--- config.mk ---
export PLATFORM = sky130hd
export DESIGN_NAME = rtcp_bus_port
export DESIGN_NICKNAME = d
export VERILOG_FILES = /design/src/verilog/rtcp_pkg.sv /design/src/verilog/rtcp_sync.sv /design/src/verilog/rtcp_bus_port.sv
export VERILOG_INCLUDE_DIRS = /design/src /design/src/verilog
export SDC_FILE = /design/constraint.sdc
export NUM_CORES = 1
export LEC_CHECK = 0
export ABC_AREA = 0
export BUFFER_PORTS_ARGS = -buffer_cell sky130_fd_sc_hd__buf_2
export CORE_MARGIN = 1.5
export CORE_UTILIZATION = 45
export CTS_BUF_LIST = sky130_fd_sc_hd__clkbuf_4
export DETAILED_ROUTE_END_ITERATION = 16
export PLACE_DENSITY = 0.67
export SYNTH_ARGS = -nofsm -noshare
export SYNTH_HDL_FRONTEND = slang
export SYNTH_SLANG_ARGS = --single-unit
--- constraint.sdc ---
create_clock -name i_sys_clk -period 2.3 [get_ports i_sys_clk]
set_input_delay 0.23 -clock i_sys_clk [delete_from_list [all_inputs] [get_ports i_sys_clk]]
set_output_delay 0.23 -clock i_sys_clk [all_outputs]
set_load 0.02 [all_outputs]
--- src/verilog/rtcp_cfg.svh ---
// constants of the clock chip bus port: timing figures and widths
// assumes a single 125 MHz system clock
`ifndef RTCP_CFG_SVH
`define RTCP_CFG_SVH

`define RTCP_CLK_PERIOD_NS   8
`define RTCP_DATA_W          8
`define RTCP_CNT_W           6
// least widths of each bus phase, in ns
`define RTCP_AS_HIGH_NS      80
`define RTCP_ADDR_HOLD_NS    40
`define RTCP_DS_HIGH_NS      160
`define RTCP_RW_HOLD_NS      40
// timebase: oscillator edges per second tick
`define RTCP_OSC_HZ          32768
`define RTCP_SEC_CNT_W       15
`define RTCP_SEC_LAST        15'h7FFF

`endif

--- src/verilog/rtcp_pkg.sv ---
// types and helpers of the clock chip bus port
// assumes rtcp_cfg.svh is on the include path
`default_nettype none
`include "rtcp_cfg.svh"

package rtcp_pkg;

    // one-hot bus cycle states
    typedef enum logic [4:0] {
        RTCP_IDLE  = 5'h01,
        RTCP_ADDR  = 5'h02,
        RTCP_AHOLD = 5'h04,
        RTCP_DSTB  = 5'h08,
        RTCP_RECOV = 5'h10
    } rtcp_state_e;

    typedef struct packed {
        logic                    write;
        logic [`RTCP_DATA_W-1:0] addr;
        logic [`RTCP_DATA_W-1:0] wdata;
    } rtcp_req_s;

    typedef struct packed {
        logic                    addr_strobe;
        logic                    data_strobe;
        logic                    read_write;
        logic                    ctl_oe;
        logic [`RTCP_DATA_W-1:0] ad_out;
        logic                    ad_oe;
    } rtcp_pins_s;

    typedef struct packed {
        rtcp_state_e               st;
        logic [`RTCP_CNT_W-1:0]    cnt;
        rtcp_req_s                 req;
        logic [`RTCP_DATA_W-1:0]   rdata;
        logic                      rdata_valid;
        logic                      power_lost;
        logic                      osc_prev;
        logic [`RTCP_SEC_CNT_W-1:0] sec_cnt;
        logic                      osc_tick;
        logic                      sec_tick;
        logic                      irq;
    } rtcp_regs_s;

    // least time in ns to whole clock cycles, rounded up, at least one
    function automatic logic [`RTCP_CNT_W-1:0] rtcp_cycles(input int ns);
        int c;
        c = (ns + `RTCP_CLK_PERIOD_NS - 1) / `RTCP_CLK_PERIOD_NS;
        if (c < 1) begin
            c = 1;
        end
        return c[`RTCP_CNT_W-1:0];
    endfunction

endpackage : rtcp_pkg

`default_nettype wire

--- src/verilog/rtcp_sync.sv ---
// two-flop synchroniser for a group of pin inputs
// assumes the pins are asynchronous to i_sys_clk
`timescale 1ns/1ps
`default_nettype none

module rtcp_sync #(
    parameter int W = 1
) (
    input  wire logic         i_sys_clk,
    input  wire logic [W-1:0] i_async,
    output logic      [W-1:0] o_sync
);

    logic [W-1:0] meta_q;

    always_ff @(posedge i_sys_clk) begin
        meta_q <= i_async;
        o_sync <= meta_q;
    end

endmodule // rtcp_sync

`default_nettype wire

--- src/verilog/rtcp_bus_port.sv ---
// clock chip bus port: multiplexed strobe bus to an external clock/RAM
// chip, timebase from the oscillator pin, power-loss and supply gating
// assumes one 125 MHz clock; host request port is on the same clock
`timescale 1ns/1ps
`default_nettype none
`include "rtcp_cfg.svh"

// What this block does
// - power-loss reset forces the control state to its initial condition
// - power-loss reset low sets a sticky power-lost status bit
// - time-keeping ticks derive from the 32.768 kHz oscillator input
// - with external clock chip enabled, oscillator pin is clock interrupt
// - supply good low disconnects bus pins and ignores host accesses
// - address strobe high with valid address; falling edge latches it
// - read: read/write high, data strobe high, chip drives read data
// - write: data held valid through data strobe trailing edge
// - read/write line high for reads, low for writes
module rtcp_bus_port
    import rtcp_pkg::*;
(
    input  wire logic                    i_sys_clk,
    input  wire logic                    i_reset_n,
    // pins
    input  wire logic                    i_power_loss_reset_n,
    input  wire logic                    i_osc_or_clock_irq_in,
    input  wire logic                    i_supply_good,
    input  wire logic [`RTCP_DATA_W-1:0] i_ad_in,
    output logic      [`RTCP_DATA_W-1:0] o_ad_out,
    output logic                         o_ad_oe,
    output logic                         o_clock_chip_addr_strobe,
    output logic                         o_clock_chip_data_strobe,
    output logic                         o_clock_chip_read_write,
    output logic                         o_ctl_oe,
    // configuration and status
    input  wire logic                    i_ext_clock_en,
    input  wire logic                    i_power_lost_clr,
    output logic                         o_power_lost,
    output logic                         o_timebase_tick,
    output logic                         o_seconds_tick,
    output logic                         o_clock_interrupt_request,
    // host request port
    input  wire logic                    i_req_valid,
    input  wire logic                    i_req_write,
    input  wire logic [`RTCP_DATA_W-1:0] i_req_addr,
    input  wire logic [`RTCP_DATA_W-1:0] i_req_wdata,
    output logic                         o_req_ready,
    output logic      [`RTCP_DATA_W-1:0] o_rdata,
    output logic                         o_rdata_valid
);

    // ------------------------------------------------------------
    // phase lengths
    // ------------------------------------------------------------
    localparam logic [`RTCP_CNT_W-1:0] AS_CYC =
        rtcp_cycles(`RTCP_AS_HIGH_NS);
    localparam logic [`RTCP_CNT_W-1:0] AH_CYC =
        rtcp_cycles(`RTCP_ADDR_HOLD_NS);
    localparam logic [`RTCP_CNT_W-1:0] DS_CYC =
        rtcp_cycles(`RTCP_DS_HIGH_NS);
    localparam logic [`RTCP_CNT_W-1:0] RW_CYC =
        rtcp_cycles(`RTCP_RW_HOLD_NS);
    localparam logic [`RTCP_CNT_W-1:0] CNT_ONE =
        {{(`RTCP_CNT_W-1){1'b0}}, 1'b1};

    // ------------------------------------------------------------
    // pin synchronisers
    // ------------------------------------------------------------
    localparam int SW = `RTCP_DATA_W + 3;
    logic [SW-1:0] sync_w;
    logic [`RTCP_DATA_W-1:0] ad_s;
    logic psrst_n_s;
    logic osc_s;
    logic good_s;

    rtcp_sync #(.W(SW)) u_sync (
        .i_sys_clk (i_sys_clk),
        .i_async   ({i_ad_in, i_power_loss_reset_n,
                     i_osc_or_clock_irq_in, i_supply_good}),
        .o_sync    (sync_w)
    );

    assign ad_s      = sync_w[SW-1:3];
    assign psrst_n_s = sync_w[2];
    assign osc_s     = sync_w[1];
    assign good_s    = sync_w[0];

    // ------------------------------------------------------------
    // state
    // ------------------------------------------------------------
    rtcp_regs_s r_q;
    rtcp_regs_s r_d;
    logic       take;
    logic       last;

    assign last        = (r_q.cnt == CNT_ONE);
    assign o_req_ready = (r_q.st == RTCP_IDLE) && good_s
                         && psrst_n_s;
    assign take        = o_req_ready && i_req_valid;

    always_comb begin
        r_d             = r_q;
        r_d.rdata_valid = 1'b0;
        r_d.osc_tick    = 1'b0;
        r_d.sec_tick    = 1'b0;
        if (!last) begin
            r_d.cnt = r_q.cnt - CNT_ONE;
        end

        // bus cycle sequencer
        case (r_q.st)
            RTCP_IDLE: begin
                if (take) begin
                    r_d.req.write = i_req_write;
                    r_d.req.addr  = i_req_addr;
                    r_d.req.wdata = i_req_wdata;
                    r_d.st        = RTCP_ADDR;
                    r_d.cnt       = AS_CYC;
                end
            end
            RTCP_ADDR: begin
                if (last) begin
                    r_d.st  = RTCP_AHOLD;
                    r_d.cnt = AH_CYC;
                end
            end
            RTCP_AHOLD: begin
                if (last) begin
                    r_d.st  = RTCP_DSTB;
                    r_d.cnt = DS_CYC;
                end
            end
            RTCP_DSTB: begin
                if (last) begin
                    if (!r_q.req.write) begin
                        r_d.rdata       = ad_s;
                        r_d.rdata_valid = 1'b1;
                    end
                    r_d.st  = RTCP_RECOV;
                    r_d.cnt = RW_CYC;
                end
            end
            RTCP_RECOV: begin
                if (last) begin
                    r_d.st = RTCP_IDLE;
                end
            end
            default: begin
                r_d.st = RTCP_IDLE;
            end
        endcase

        // supply loss drops any cycle in progress
        if (!good_s) begin
            r_d.st          = RTCP_IDLE;
            r_d.rdata_valid = 1'b0;
        end

        // oscillator pin: timebase or clock interrupt
        r_d.osc_prev = osc_s;
        if (i_ext_clock_en) begin
            r_d.irq = osc_s;
        end else begin
            r_d.irq = 1'b0;
            if (osc_s && !r_q.osc_prev) begin
                r_d.osc_tick = 1'b1;
                r_d.sec_cnt  = r_q.sec_cnt + 1'b1;
                if (r_q.sec_cnt == `RTCP_SEC_LAST) begin
                    r_d.sec_tick = 1'b1;
                end
            end
        end

        // power-lost flag: set wins over clear
        if (i_power_lost_clr) begin
            r_d.power_lost = 1'b0;
        end
        if (!psrst_n_s) begin
            r_d.power_lost  = 1'b1;
            r_d.st          = RTCP_IDLE;
            r_d.rdata_valid = 1'b0;
            r_d.cnt        = '0;
            r_d.req        = '0;
            r_d.rdata      = '0;
            r_d.sec_cnt    = '0;
        end
    end

    always_ff @(posedge i_sys_clk) begin
        if (!i_reset_n) begin
            r_q            <= '0;
            r_q.st         <= RTCP_IDLE;
            r_q.power_lost <= 1'b1;
        end else begin
            r_q <= r_d;
        end
    end

    // ------------------------------------------------------------
    // outputs
    // ------------------------------------------------------------
    rtcp_pins_s pins;

    always_comb begin
        pins             = '0;
        pins.read_write  = 1'b1;
        pins.ctl_oe      = good_s;
        pins.ad_out      = r_q.req.addr;
        case (r_q.st)
            RTCP_ADDR: begin
                pins.addr_strobe = 1'b1;
                pins.ad_oe       = good_s;
                pins.read_write  = !r_q.req.write;
            end
            RTCP_AHOLD: begin
                pins.ad_oe      = good_s;
                pins.read_write = !r_q.req.write;
            end
            RTCP_DSTB: begin
                pins.data_strobe = 1'b1;
                pins.read_write  = !r_q.req.write;
                pins.ad_out      = r_q.req.wdata;
                pins.ad_oe       = good_s && r_q.req.write;
            end
            RTCP_RECOV: begin
                pins.read_write = !r_q.req.write;
                pins.ad_out     = r_q.req.wdata;
                pins.ad_oe      = good_s && r_q.req.write;
            end
            default: begin
                pins.ad_out = r_q.req.addr;
            end
        endcase
    end

    assign o_clock_chip_addr_strobe  = pins.addr_strobe;
    assign o_clock_chip_data_strobe  = pins.data_strobe;
    assign o_clock_chip_read_write   = pins.read_write;
    assign o_ctl_oe                  = pins.ctl_oe;
    assign o_ad_out                  = pins.ad_out;
    assign o_ad_oe                   = pins.ad_oe;
    assign o_power_lost              = r_q.power_lost;
    assign o_timebase_tick           = r_q.osc_tick;
    assign o_seconds_tick            = r_q.sec_tick;
    assign o_clock_interrupt_request = r_q.irq;
    assign o_rdata                   = r_q.rdata;
    assign o_rdata_valid             = r_q.rdata_valid;

endmodule // rtcp_bus_port

`default_nettype wire

==> results by group, run 1 <==
Clocking
  – Num CTS Buffers: 9
  – Root Buffer: clkbuf_4
  – Sink Count: slightly below 80
  – CTS tree: yes
  – CTS HTree Levels: 3
  – Clock Path Buffers: 2
  – Clock transition at path regs: about 0.13 ns
  – Skew-Pair Late Insertion Delay: 0.42 ns

STA
  – Sum of negative setup slack: 0 ns
  – Worst Max-Slew Pin Slew: 0.549 ns
  – Worst Clk Skew: 0.0181 ns
  – Crit path time final: 2.13 ns
  – Final period util: 92.6%
  – Final setup violation count: 0
  – Fmax: 469 MHz
  – RSZ-0062 raised after global routing: no
  – Slew HR: 63.3%
  – Max-slew violations: 0
  – Fin. Hold Viols: 0
  – Min Hold Slack: about 0.025 ns

Synth
  – Async SR Flop Fraction: 0%
  – Synth cell types: 46
  – Register area share after synthesis: 50.6%
  – Synth Flop Type: dfxtp_1
  – Post-synthesis register bit count: 79
  – Number of synthesized flops with an enable pin: 0
  – Cells after synthesis: 325
  – Net count after synthesis: ~360
  – Yosys warning count: 0
  – Post-Syn Area: approximately 3100 um^2
  – Syn_area_per_cell: 9.62 um^2

Setup path
  – Crit path launch: r_q[46]
  – Critical Path Source Type: register
  – Reg2reg setup slack: roughly 0.17 ns
  – Worst EP required: 2.65 ns
  – Worst reg2reg path startpoint: r_q[46]
  – CP Class: register to register
  – CP max FO: 9
  – R2R Path End: r_q[46]
  – Worst R2R Path Depth: 7
  – CP Capture Type: register
  – CP Data Arrival Time: between 2 and 2.5 ns

Route
  – ANT nets after route: 0
  – Router iterations before antenna repair: 4
  – Routed wire length: 5880 um
  – DR iter-0 viols: 146
  – Vias: roughly 2,400
  – Vias/cell: just over 5
  – Routed WL per cell: roughly 12 um
  – # DRC: 0

GRT
  – Initial antenna violation count: 0
  – GR Util All Layers: about 17%
  – First-pass GRT wire length: 10,100 um
  – Largest net degree at the start of global routing: 32
  – Vias in the first global route: 2,285
  – GRT overflow: 0

Cells and area
  – Nets: about 430
  – Core Util, Final: 55.0%
  – Antenna Cells: 0
  – Finished layout cell area: approximately 3700 um^2
  – Non-filler instance count after layout: 475
  – Layout cells sized above 1: 26.1%
  – Layout area overhead: 18.9%

Place
  – IO buf count: 59
  – Placer Congestion: 0.810
  – Dpl cell area: 3390 um^2
  – Hpwl dp: 4050 um
  – Dpl cells: 446

Outcome
  – Status: complete, no violations

Die
  – Die span in x: 86.4 um
  – Row count: 30
  – Io pins: 60
  – Die height: 86.4 um
  – Starting Density: 46.3%
  – Placeable core area: roughly 6800 um^2
  – Die area: 7460 um^2

Min path
  – Hold path cells: 3
  – Worst hold start: i_req_wdata[0]
  – Hold endpoint: r_q[29]
  – Worst min path class: input port to register

Pwr
  – Pwr Density: 715 nW/um^2
  – Static Leakage: 0.00159 uW
  – Peak supply drop: 376 uV

Flow run
  – Max-cap violation count: 0
==> sequential cells by signal (all words and copies together), names as in the netlist <==
name and cells:
o_rdata_valid 1, u_sync.o_sync 11, o_timebase_tick 1, o_rdata 8, o_seconds_tick 1, u_sync.meta_q 11
r_q 44, o_power_lost 1, o_clock_interrupt_request 1
==> critical path, stage by stage, from the launching register on <==
cell and delay, ns:
dfxtp_1 0.41, ha_1 0.19, nor2b_1 0.19, and2_1 0.34, inv_2 0.13, ha_1 0.29, or3_1 0.36, a31oi_1 0.16
==> where the power goes <==
group	total [uW]	internal (uW)	switching (uW)
Combinational	177	87.3	89.9
Clock	1050	572	481
Sequential	1430	1410	21.2
==> cells by family (layout without fill, tap and decap cells) <==
group / Yosys count / in the layout / synth area share, %
multiplexers: 19 / 19 / 6.40
AO/OA/AOI/OAI: 42 / 42 / 7.92
flip-flops: 79 / 79 / 50.6
XOR/XNOR: 18 / 18 / 5.04
AND/OR/NAND/NOR: 131 / 131 / 21.8
buffers and inverters: 31 / 101 / 6.32
adder cells (fa/ha/maj): 5 / 5 / 2.00
==> cell type report <==
type | instances | area [um^2]
tap | 80 | 100
multi-input combinational | 215 | 1350
sequential | 79 | 1590
clock inverter | 6 | 116
fill | 641 | 3040
timing repair buffer | 77 | 463
inverter | 8 | 30.0
clock buffer | 10 | 75.1
==> metrics by stage <==
stage	setup slack (ns)	power [uW]
final	0.170	2660
after global routing	0.0270	2780
after CTS	0.0202	2680
after detailed placement	0.194	1620
after global placement	0.306	1620
after floorplan	0.444	1560
==> Yosys cell counts, types with 2 or more instances <==
cell,count,area (um^2)
dfxtp_1,79,1580
nand2_1,43,161
nor2_1,30,113
a21oi_1,26,130
buf_4,13,97.6
mux2i_1,11,110
xnor2_1,11,96.3
nand3_1,9,45.0
mux2_2,8,90.1
inv_1,7,26.3
xor2_1,7,61.3
and2_1,6,37.5
and3_1,6,37.5
nor3_1,6,30.0
ha_1,5,62.6
nor4_1,5,31.3
o21ai_0,5,25.0
buf_6,4,45.0
clkbuf_1,4,15.0
nand4_1,4,25.0
nor3b_1,4,30.0
or3_1,4,25.0
a31oi_1,3,18.8
and2b_2,2,17.5
buf_2,2,10.0
==> worst max-delay path by stage <==
stage,end,cells past startpoint
5_1_grt,r_q[46],8
4_1_cts,o_ad_out[3],4
3_5_place_dp,r_q[46],7
3_3_place_gp,r_q[46],7
2_1_floorplan,r_q[46],9
6_report,r_q[46],7
==> metal layers <==
metal | vias to the layer above | GRT usage (%) | wire, um | share of wire [%]
met4 | 0 | 7.48 | 90 | 1.5
li1 | 1239 | - | - | -
met2 | 47 | 28.2 | 2820 | 48
met1 | 1113 | 21.0 | 2740 | 47
met3 | 9 | 4.76 | 227 | 3.9
met5 | - | 0 | 0 | 0
==> cell usage in the layout (no fill, tap or decap), types with 6 or more instances in the layout <==
cell type and n:
a21oi_1 26, clkbuf_4 10, nand2_1 43, and2_1 6, nor3_1 6, inv_1 7
dlygate4sd3_1 13, nand3_1 9, dfxtp_1 76, buf_2 59, nor2_1 30, xor2_1 7
and3_1 6, mux2i_1 11, xnor2_1 11, mux2_2 8
==> repair_timing <==
action,4_1_cts,5_1_grt
setup buffers,0,0
hold buffers,12,1
endpoints found under the setup margin,0,8
resized for setup,0,3
hold endpoints to repair,12,1
Note: power is estimated with default switching activity, not from simulation.
==> run 2: changes to the inputs <==
--- a/config.mk
+++ b/config.mk
@@ -9,10 +9,10 @@
 export ABC_AREA = 0
 export BUFFER_PORTS_ARGS = -buffer_cell sky130_fd_sc_hd__buf_2
 export CORE_MARGIN = 1.5
-export CORE_UTILIZATION = 45
+export CORE_UTILIZATION = 25
 export CTS_BUF_LIST = sky130_fd_sc_hd__clkbuf_4
 export DETAILED_ROUTE_END_ITERATION = 16
-export PLACE_DENSITY = 0.67
+export PLACE_DENSITY = 0.42
 export SYNTH_ARGS = -nofsm -noshare
 export SYNTH_HDL_FRONTEND = slang
 export SYNTH_SLANG_ARGS = --single-unit
==> run 2 against run 1 <==
Sequential cell count stayed put; critical path depth fell by 4; sequential power barely moved; worst setup slack worse by 0.0048 ns; worst hold slack better by 0.050 ns; die area up 77%; sequential share of layout area down 2.3 points; via count grew 1.1%; critical path type is now register to primary output; design area rose by 5.8%; count of clock-buffer cells in the layout did not move; maximum frequency decreased by 0.22%; largest cell class unchanged.
==> results by group, run 2 (synthesized netlist as in run 1, its figures left out) <==
Place
  – Hpwl dp: 4370 um (+8.1%)
  – Dpl cell area: 3500 um^2 (+3.2%)
  – Dpl cells: 534 (+20%)
  – IO buf count: 59 (unchanged)
  – Post-Place Worst Slack: 0.195 ns (+0.00119 ns)
  – Placer Congestion: 0.744 (-8.1%)

Die
  – Die height: 115 um (+33%)
  – Die area: 13,200 um^2 (+77%)
  – Placeable core area: 12,100 um^2 (+79%)
  – Die span in x: 115 um (+33%)
  – Row count: 40 (+33%)
  – Io pins: 60 (unchanged)
  – Starting Density: 25.8% (-20 points)

STA
  – Max-slew violations: 0 (unchanged)
  – Post-route worst setup slack: 0.165 ns (-0.00477 ns)
  – Final setup violation count: 0 (unchanged)
  – Slew HR: 60.0% (-3.3 points)
  – Worst Clk Skew: 0.0196 ns (+0.00155 ns)
  – Min Hold Slack: 0.0755 ns (+0.0504 ns)
  – Crit path time final: 2.13 ns (+0.00477 ns)
  – Sum of negative setup slack: 0 ns (unchanged)
  – Worst Max-Slew Pin Slew: 0.598 ns (+0.0496 ns)
  – Final period util: 92.8% (+0.21 points)
  – Fmax: 468 MHz (-0.22%)
  – Fin. Hold Viols: 0 (unchanged)
  – RSZ-0062 raised after global routing: no

Cells and area
  – Antenna Cells: 0 (unchanged)
  – Non-filler instance count after layout: 579 (+22%)
  – Biggest regs: r_q: 44 flops, u_sync.meta_q: 11 flops, u_sync.o_sync: 11 flops
  – Largest register FFs: 44 (unchanged)
  – Most common cell after layout, fill and taps aside: dfxtp_1
  – Nets: 444 (+3.7%)
  – Finished layout cell area: 3930 um^2 (+5.8%)
  – Most frequent cells in the layout: dfxtp_1 (76), buf_2 (59), nand2_1 (43)
  – Most flop-heavy register: r_q
  – Layout area overhead: 25.8%
  – FILL cells: 1,287 (+100%)
  – Layout cells sized above 1: 25.1% (-1.0 points)

Clocking
  – Root Buffer: clkbuf_4
  – CTS HTree Levels: 3 (unchanged)
  – Clock Path Buffers: 2 (unchanged)
  – Skew-Pair Late Insertion Delay: 0.44 ns (+0.02 ns)
  – CTS tree: yes
  – Num CTS Buffers: 9 (unchanged)
  – Sink Count: 79 (unchanged)
  – Clock transition at path regs: 0.12 ns (about the same)

Setup path
  – R2R Path End: r_q[46]
  – CP Capture Type: primary output
  – Critical Path Source Type: register
  – CP max stage delay: 0.59 ns (+0.18 ns)
  – Worst EP required: 2.07 ns (-0.58 ns)
  – CP Class: register to primary output
  – CP max FO: 11 (+2)
  – Crit path buf inv count: 1 (unchanged)
  – Reg2reg setup slack: 0.18 ns (about the same)
  – Worst R2R Path Depth: 8 (+1)
  – Worst reg2reg path startpoint: r_q[47]
  – CP Cell Sequence: nand3b_2 -> mux2_2 -> buf_2
  – CP Data Arrival Time: 1.90 ns (-0.58 ns)
  – Crit-path leading delay family: flip-flops
  – CP max stage cell: dfxtp_1

Route
  – Vias: 2,434 (+1.1%)
  – Routed wire length: 6560 um (+12%)
  – DR iter-0 viols: 107 (-27%)
  – ANT nets after route: 0 (unchanged)
  – Vias/cell: 4.20 (-17%)
  – Router iterations before antenna repair: 4 (unchanged)
  – Routed WL per cell: 11.3 um (-8.5%)
  – # DRC: 0 (unchanged)

Min path
  – Worst min path class: input port to register
  – Hold path cells: 2 (-1)
  – Hold endpoint: o_clock_interrupt_request
  – Worst hold start: i_ext_clock_en

GRT
  – Vias in the first global route: 2,276 (-0.39%)
  – GR Util All Layers: 10.5% (-6.6 points)
  – GRT overflow: 0 (unchanged)
  – Largest net degree at the start of global routing: 27 (-16%)
  – First-pass GRT wire length: 10,700 um (+6.1%)
  – Initial antenna violation count: 0 (unchanged)

Pwr
  – Peak supply drop: 251 uV (-33%)
  – Pwr Density: 621 nW/um^2 (-13%)
  – Static Leakage: 0.00163 uW (+2.6%)

Flow run
  – Max-cap violation count: 0 (unchanged)

Outcome
  – Status: complete, no violations
==> run 2: cell types whose count changed in the layout (fill, tap and decap cells not counted) <==
| cell | before | now |
|---|---|---|
| dlygate4sd3_1 | 13 | 29 |
| clkinvlp_4 | 0 | 1 |
| inv_6 | 2 | 0 |
| bufinv_16 | 3 | 1 |
| clkinv_2 | 0 | 3 |
==> run 2: metal layers <==
layer	wire length (um)	part of all wire (%)	GRT usage, %
met1	3120	48	13.0
met2	2990	46	16.3
met3	286	4.4	2.90
met4	164	2.5	6.17
met5	0	0	0
==> run 2: layout make-up <==
cell class,count,area (um^2),share of cell area (%)
clock buffers,10,75.1,1.91
clock inverters,6,61.3,1.56
inverters,8,30.0,0.763
multi-input cells,215,1350,34.3
flip-flops and latches,79,1590,40.3
well taps,168,210,5.34
repair buffers,93,623,15.8
==> run 2: what timing repair did <==
action                                  in CTS  in global routing
gates cloned                                 0                  0
buffers inserted                             0                  0
endpoints found under the hold margin       29                  0
endpoints found under the setup margin       8                  8
resized for setup                            1                  2
hold buffers                                29                  0
==> run 2: worst max path at each step <==
stage	from	to	cells after the start	slack [ns]
floorplan	r_q[47]	r_q[46]	9	0.44
global placement	r_q[46]	r_q[46]	7	0.29
detailed placement	r_q[46]	r_q[46]	7	0.20
CTS	r_q[53]	o_ad_out[1]	4	0.02
global route	r_q[47]	r_q[46]	8	0.006
finish	r_q[54]	o_ad_out[1]	3	0.17
==> run 2: per-stage QoR <==
| stage | utilization, % | power (uW) |
|---|---|---|
| after CTS | 32.5 | 2500 |
| after global routing | 32.5 | 2590 |
| after global placement | 28.9 | 1620 |
| after detailed placement | 28.9 | 1620 |
| after floorplan | - | 1560 |
| final | 32.5 | 2440 |
==> run 2: power by group <==
| group | total (uW) | switching, uW | internal [uW] |
|---|---|---|---|
| clock | 813 | 473 | 340 |
| sequential | 1430 | 20.7 | 1410 |
| combinational | 201 | 96.0 | 105 |
| total | 2440 | 590 | 1850 |
==> run 3: changes to the inputs <==
--- a/config.mk
+++ b/config.mk
@@ -15,4 +15,5 @@
 export PLACE_DENSITY = 0.42
 export SYNTH_ARGS = -nofsm -noshare
 export SYNTH_HDL_FRONTEND = slang
+export SYNTH_HIERARCHICAL = 1
 export SYNTH_SLANG_ARGS = --single-unit
==> run 3 against run 2 <==
Die area is 0.66% higher; worst hold slack worse by 0.016 ns; worst setup slack got worse by 0.0011 ns; core utilization increased by 1.1 points; register-to-register slack better by 0.19 ns; sequential share of layout area decreased by 1.3 points; non-clock buffer count grew 12; critical path depth grew 2.
==> results by group, run 3 <==
Outcome
  – Status: complete, no violations

Synth
  – Post-synthesis register bit count: 79 (unchanged)
  – Net count after synthesis: 387 (+6.6%)
  – Most numerous cell in the Yosys netlist: dfxtp_1
  – Synth cell count leaders: dfxtp_1 (79), nand2_1 (53), a21oi_1 (38)
  – Post-synth top area share: 50.2% (-0.34 points)
  – Post-Syn Area: 3150 um^2 (+0.68%)
  – Dominant cell type by area after synthesis: dfxtp_1
  – Cells after synthesis: 349 (+7.4%)
  – Yosys warning count: 6 (+6)
  – Register area share after synthesis: 50.2% (-0.34 points)
  – Async SR Flop Fraction: 0% (unchanged)
  – Synth Flop Type: dfxtp_1
  – Number of synthesized flops with an enable pin: 0 (unchanged)
  – Synth cell types: 45 (-2.2%)
  – Syn_area_per_cell: 9.02 um^2 (-6.2%)
  – Synth area leaders: dfxtp_1 (50%), nand2_1 (6.3%), a21oi_1 (6.0%)

STA
  – Fmax: 468 MHz (about the same)
  – Slew HR: 70.8% (+11 points)
  – RSZ-0062 raised after global routing: no
  – Crit path time final: 2.14 ns (+0.00106 ns)
  – Worst Max-Slew Pin Slew: 0.432 ns (-0.166 ns)
  – Sum of negative setup slack: 0 ns (unchanged)
  – Post-route worst setup slack: 0.164 ns (-0.00106 ns)
  – Worst Clk Skew: 0.0189 ns (-0.000695 ns)
  – Max-slew violations: 0 (unchanged)
  – Final setup violation count: 0 (unchanged)
  – Final period util: 92.9% (about the same)
  – Fin. Hold Viols: 0 (unchanged)

Cells and area
  – Seq. cell area: 1600 um^2 (+0.71%)
  – Most common cell after layout, fill and taps aside: dfxtp_1
  – Antenna Cells: 0 (unchanged)
  – Layout cells sized above 1: 25.8% (+0.73 points)
  – Most flop-heavy register: r_q
  – Largest register FFs: 44 (unchanged)
  – Biggest regs: r_q: 44 flops, u_sync/meta_q: 11 flops, u_sync/o_sync: 11 flops
  – Layout area overhead: 29.8%
  – Non-filler instance count after layout: 610 (+5.4%)
  – Multi-input gate area: 1410 um^2 (+4.5%)
  – Nets: 475 (+7.0%)
  – Most frequent cells in the layout: dfxtp_1 (75), buf_2 (58), nand2_1 (52)
  – FILL cells: 1,282 (-0.39%)

Route
  – ANT nets after route: 0 (unchanged)
  – # DRC: 0 (unchanged)
  – Vias: 2,647 (+8.8%)
  – Routed wire length: 7410 um (+13%)
  – Router iterations before antenna repair: 4 (unchanged)
  – Routed WL per cell: 12.1 um (+7.2%)
  – Vias/cell: 4.34 (+3.2%)
  – DR iter-0 viols: 73 (-32%)

Setup path
  – Critical Path Source Type: register
  – CP Capture Type: primary output
  – CP max stage cell: mux2_2
  – Worst R2R Path Depth: 8 (unchanged)
  – CP max FO: 13 (+2)
  – Worst EP required: 2.07 ns (about the same)
  – R2R Path End: r_q[46]
  – Worst reg2reg path startpoint: r_q[46]
  – Reg2reg setup slack: 0.37 ns (+0.19 ns)
  – CP max stage delay: 0.38 ns (-0.21 ns)
  – CP Data Arrival Time: 1.91 ns (about the same)
  – CP Class: register to primary output
  – CP Cell Sequence: buf_4 -> xor2_1 -> nand2_2 -> mux2_2 -> buf_2

GRT
  – Initial antenna violation count: 0 (unchanged)
  – First-pass GRT wire length: 12,500 um (+17%)
  – GRT overflow: 0 (unchanged)
  – Vias in the first global route: 2,607 (+15%)
  – Largest net degree at the start of global routing: 23 (-15%)
  – GR Util All Layers: 12.3% (+1.8 points)

Clocking
  – Num CTS Buffers: 9 (unchanged)
  – CTS tree: yes
  – Skew-Pair Late Insertion Delay: 0.44 ns (about the same)
  – Root Buffer: clkbuf_4
  – Clock Path Buffers: 2 (unchanged)
  – Clock transition at path regs: 0.13 ns (about the same)
  – Sink Count: 79 (unchanged)
  – CTS HTree Levels: 3 (unchanged)

Place
  – IO buf count: 59 (unchanged)
  – Dpl cells: 558 (+4.5%)
  – Post-Place Worst Slack: 0.327 ns (+0.132 ns)
  – Placer Congestion: 0.760 (+2.1%)
  – Hpwl dp: 4860 um (+11%)

Die
  – Die area: 13,300 um^2 (+0.66%)
  – Io pins: 60 (unchanged)
  – Placeable core area: 12,200 um^2 (+0.41%)
  – Row count: 40 (unchanged)
  – Die span in x: 115 um (+0.33%)
  – Starting Density: 25.9% (+0.069 points)
  – Die height: 115 um (+0.33%)

Flow run
  – Max-cap violation count: 0 (unchanged)

Pwr
  – Static Leakage: 0.00161 uW (-1.3%)
  – Pwr Density: 567 nW/um^2 (-8.5%)
  – Peak supply drop: 242 uV (-3.4%)

Min path
  – Hold path cells: 3 (+1)
  – Hold endpoint: o_seconds_tick
  – Worst hold start: i_reset_n
  – Worst min path class: input port to register
## run 3: changes by cell type after synthesis, moves of 4 or more
cell / change
nand3_1: +5
nor2_1: -9
a21oi_1: +12
o21ai_1: +8
clkbuf_1: +9
nand2_1: +10
mux2i_1: -9
o21ai_0: +5
a211oi_1: +4
xnor2_1: -5
buf_4: -4
## run 3: cells by family after synthesis
logic type	Yosys count	synth area share [%]
XOR/XNOR	13	3.62
multiplexers	10	3.50
flip-flops	79	50.2
adder cells (fa/ha/maj)	5	1.99
buffers and inverters	36	5.80
AND/OR/NAND/NOR	137	22.6
AO/OA/AOI/OAI	69	12.3
## run 3: worst max path at each step
stage / to / startpoint / cells past startpoint / slack [ns]
3_5_place_dp: o_rdata[3] / r_q[55] / 4 / 0.33
3_3_place_gp: o_ad_out[6] / r_q[56] / 4 / 0.34
6_report: o_ad_out[0] / r_q[55] / 5 / 0.16
4_1_cts: o_ad_oe / r_q[54] / 5 / 0.002
2_1_floorplan: r_q[46] / r_q[46] / 9 / 0.26
5_1_grt: o_ad_out[0] / r_q[53] / 5 / 0.0008
## run 3: final cells by class
type                    instances  share of cell area [%]
inverters                       8                   0.734
well taps                     168                    5.14
multi-input cells             234                    34.5
clock inverters                 6                   0.673
flip-flops and latches         79                    39.0
repair buffers                105                    18.1
clock buffers                  10                    1.84
## run 3: timing repair
| action | in CTS | in global routing |
|---|---|---|
| pin swaps | 0 | 1 |
| hold buffers | 29 | 0 |
| resized for setup | 11 | 3 |
| setup buffers | 4 | 3 |
| endpoints found under the setup margin | 9 | 9 |
| hold endpoints to repair | 29 | 0 |
## run 3: critical path, delay by kind of cell (launching register included)
family	cells	cell delay, ns
buffers and inverters	2	0.33
DFF	1	0.37
and+or+nand+nor	1	0.21
muxes	1	0.38
xor gates and xnor gates	1	0.17
## run 3: power breakdown
group | internal, uW | total (uW) | switching [uW]
clock network | 220 | 688 | 468
logic | 106 | 210 | 104
registers | 1400 | 1420 | 20.8
## run 3: layer usage
metal	GRT usage, %	part of all wire, %	wire length (um)	up-vias
met5	0	0	0	-
met4	4.94	1.5	112	0
met3	4.69	4.5	334	10
met2	18.7	44	3250	50
met1	15.6	50	3720	1200
li1	-	-	-	1387
## run 3: per-stage QoR
step / hold slack [ns] / area (um^2) / power, uW / util [%]
after detailed placement: 0.312 / 3580 / 1630 / 29.4
final: 0.0591 / 4090 / 2320 / 33.6
after floorplan: 0.258 / 3150 / 1560 / -
after global placement: 0.311 / 3580 / 1630 / 29.4
after global routing: 0.0142 / 4090 / 2460 / 33.6
after CTS: 0.0152 / 4040 / 2380 / 33.2
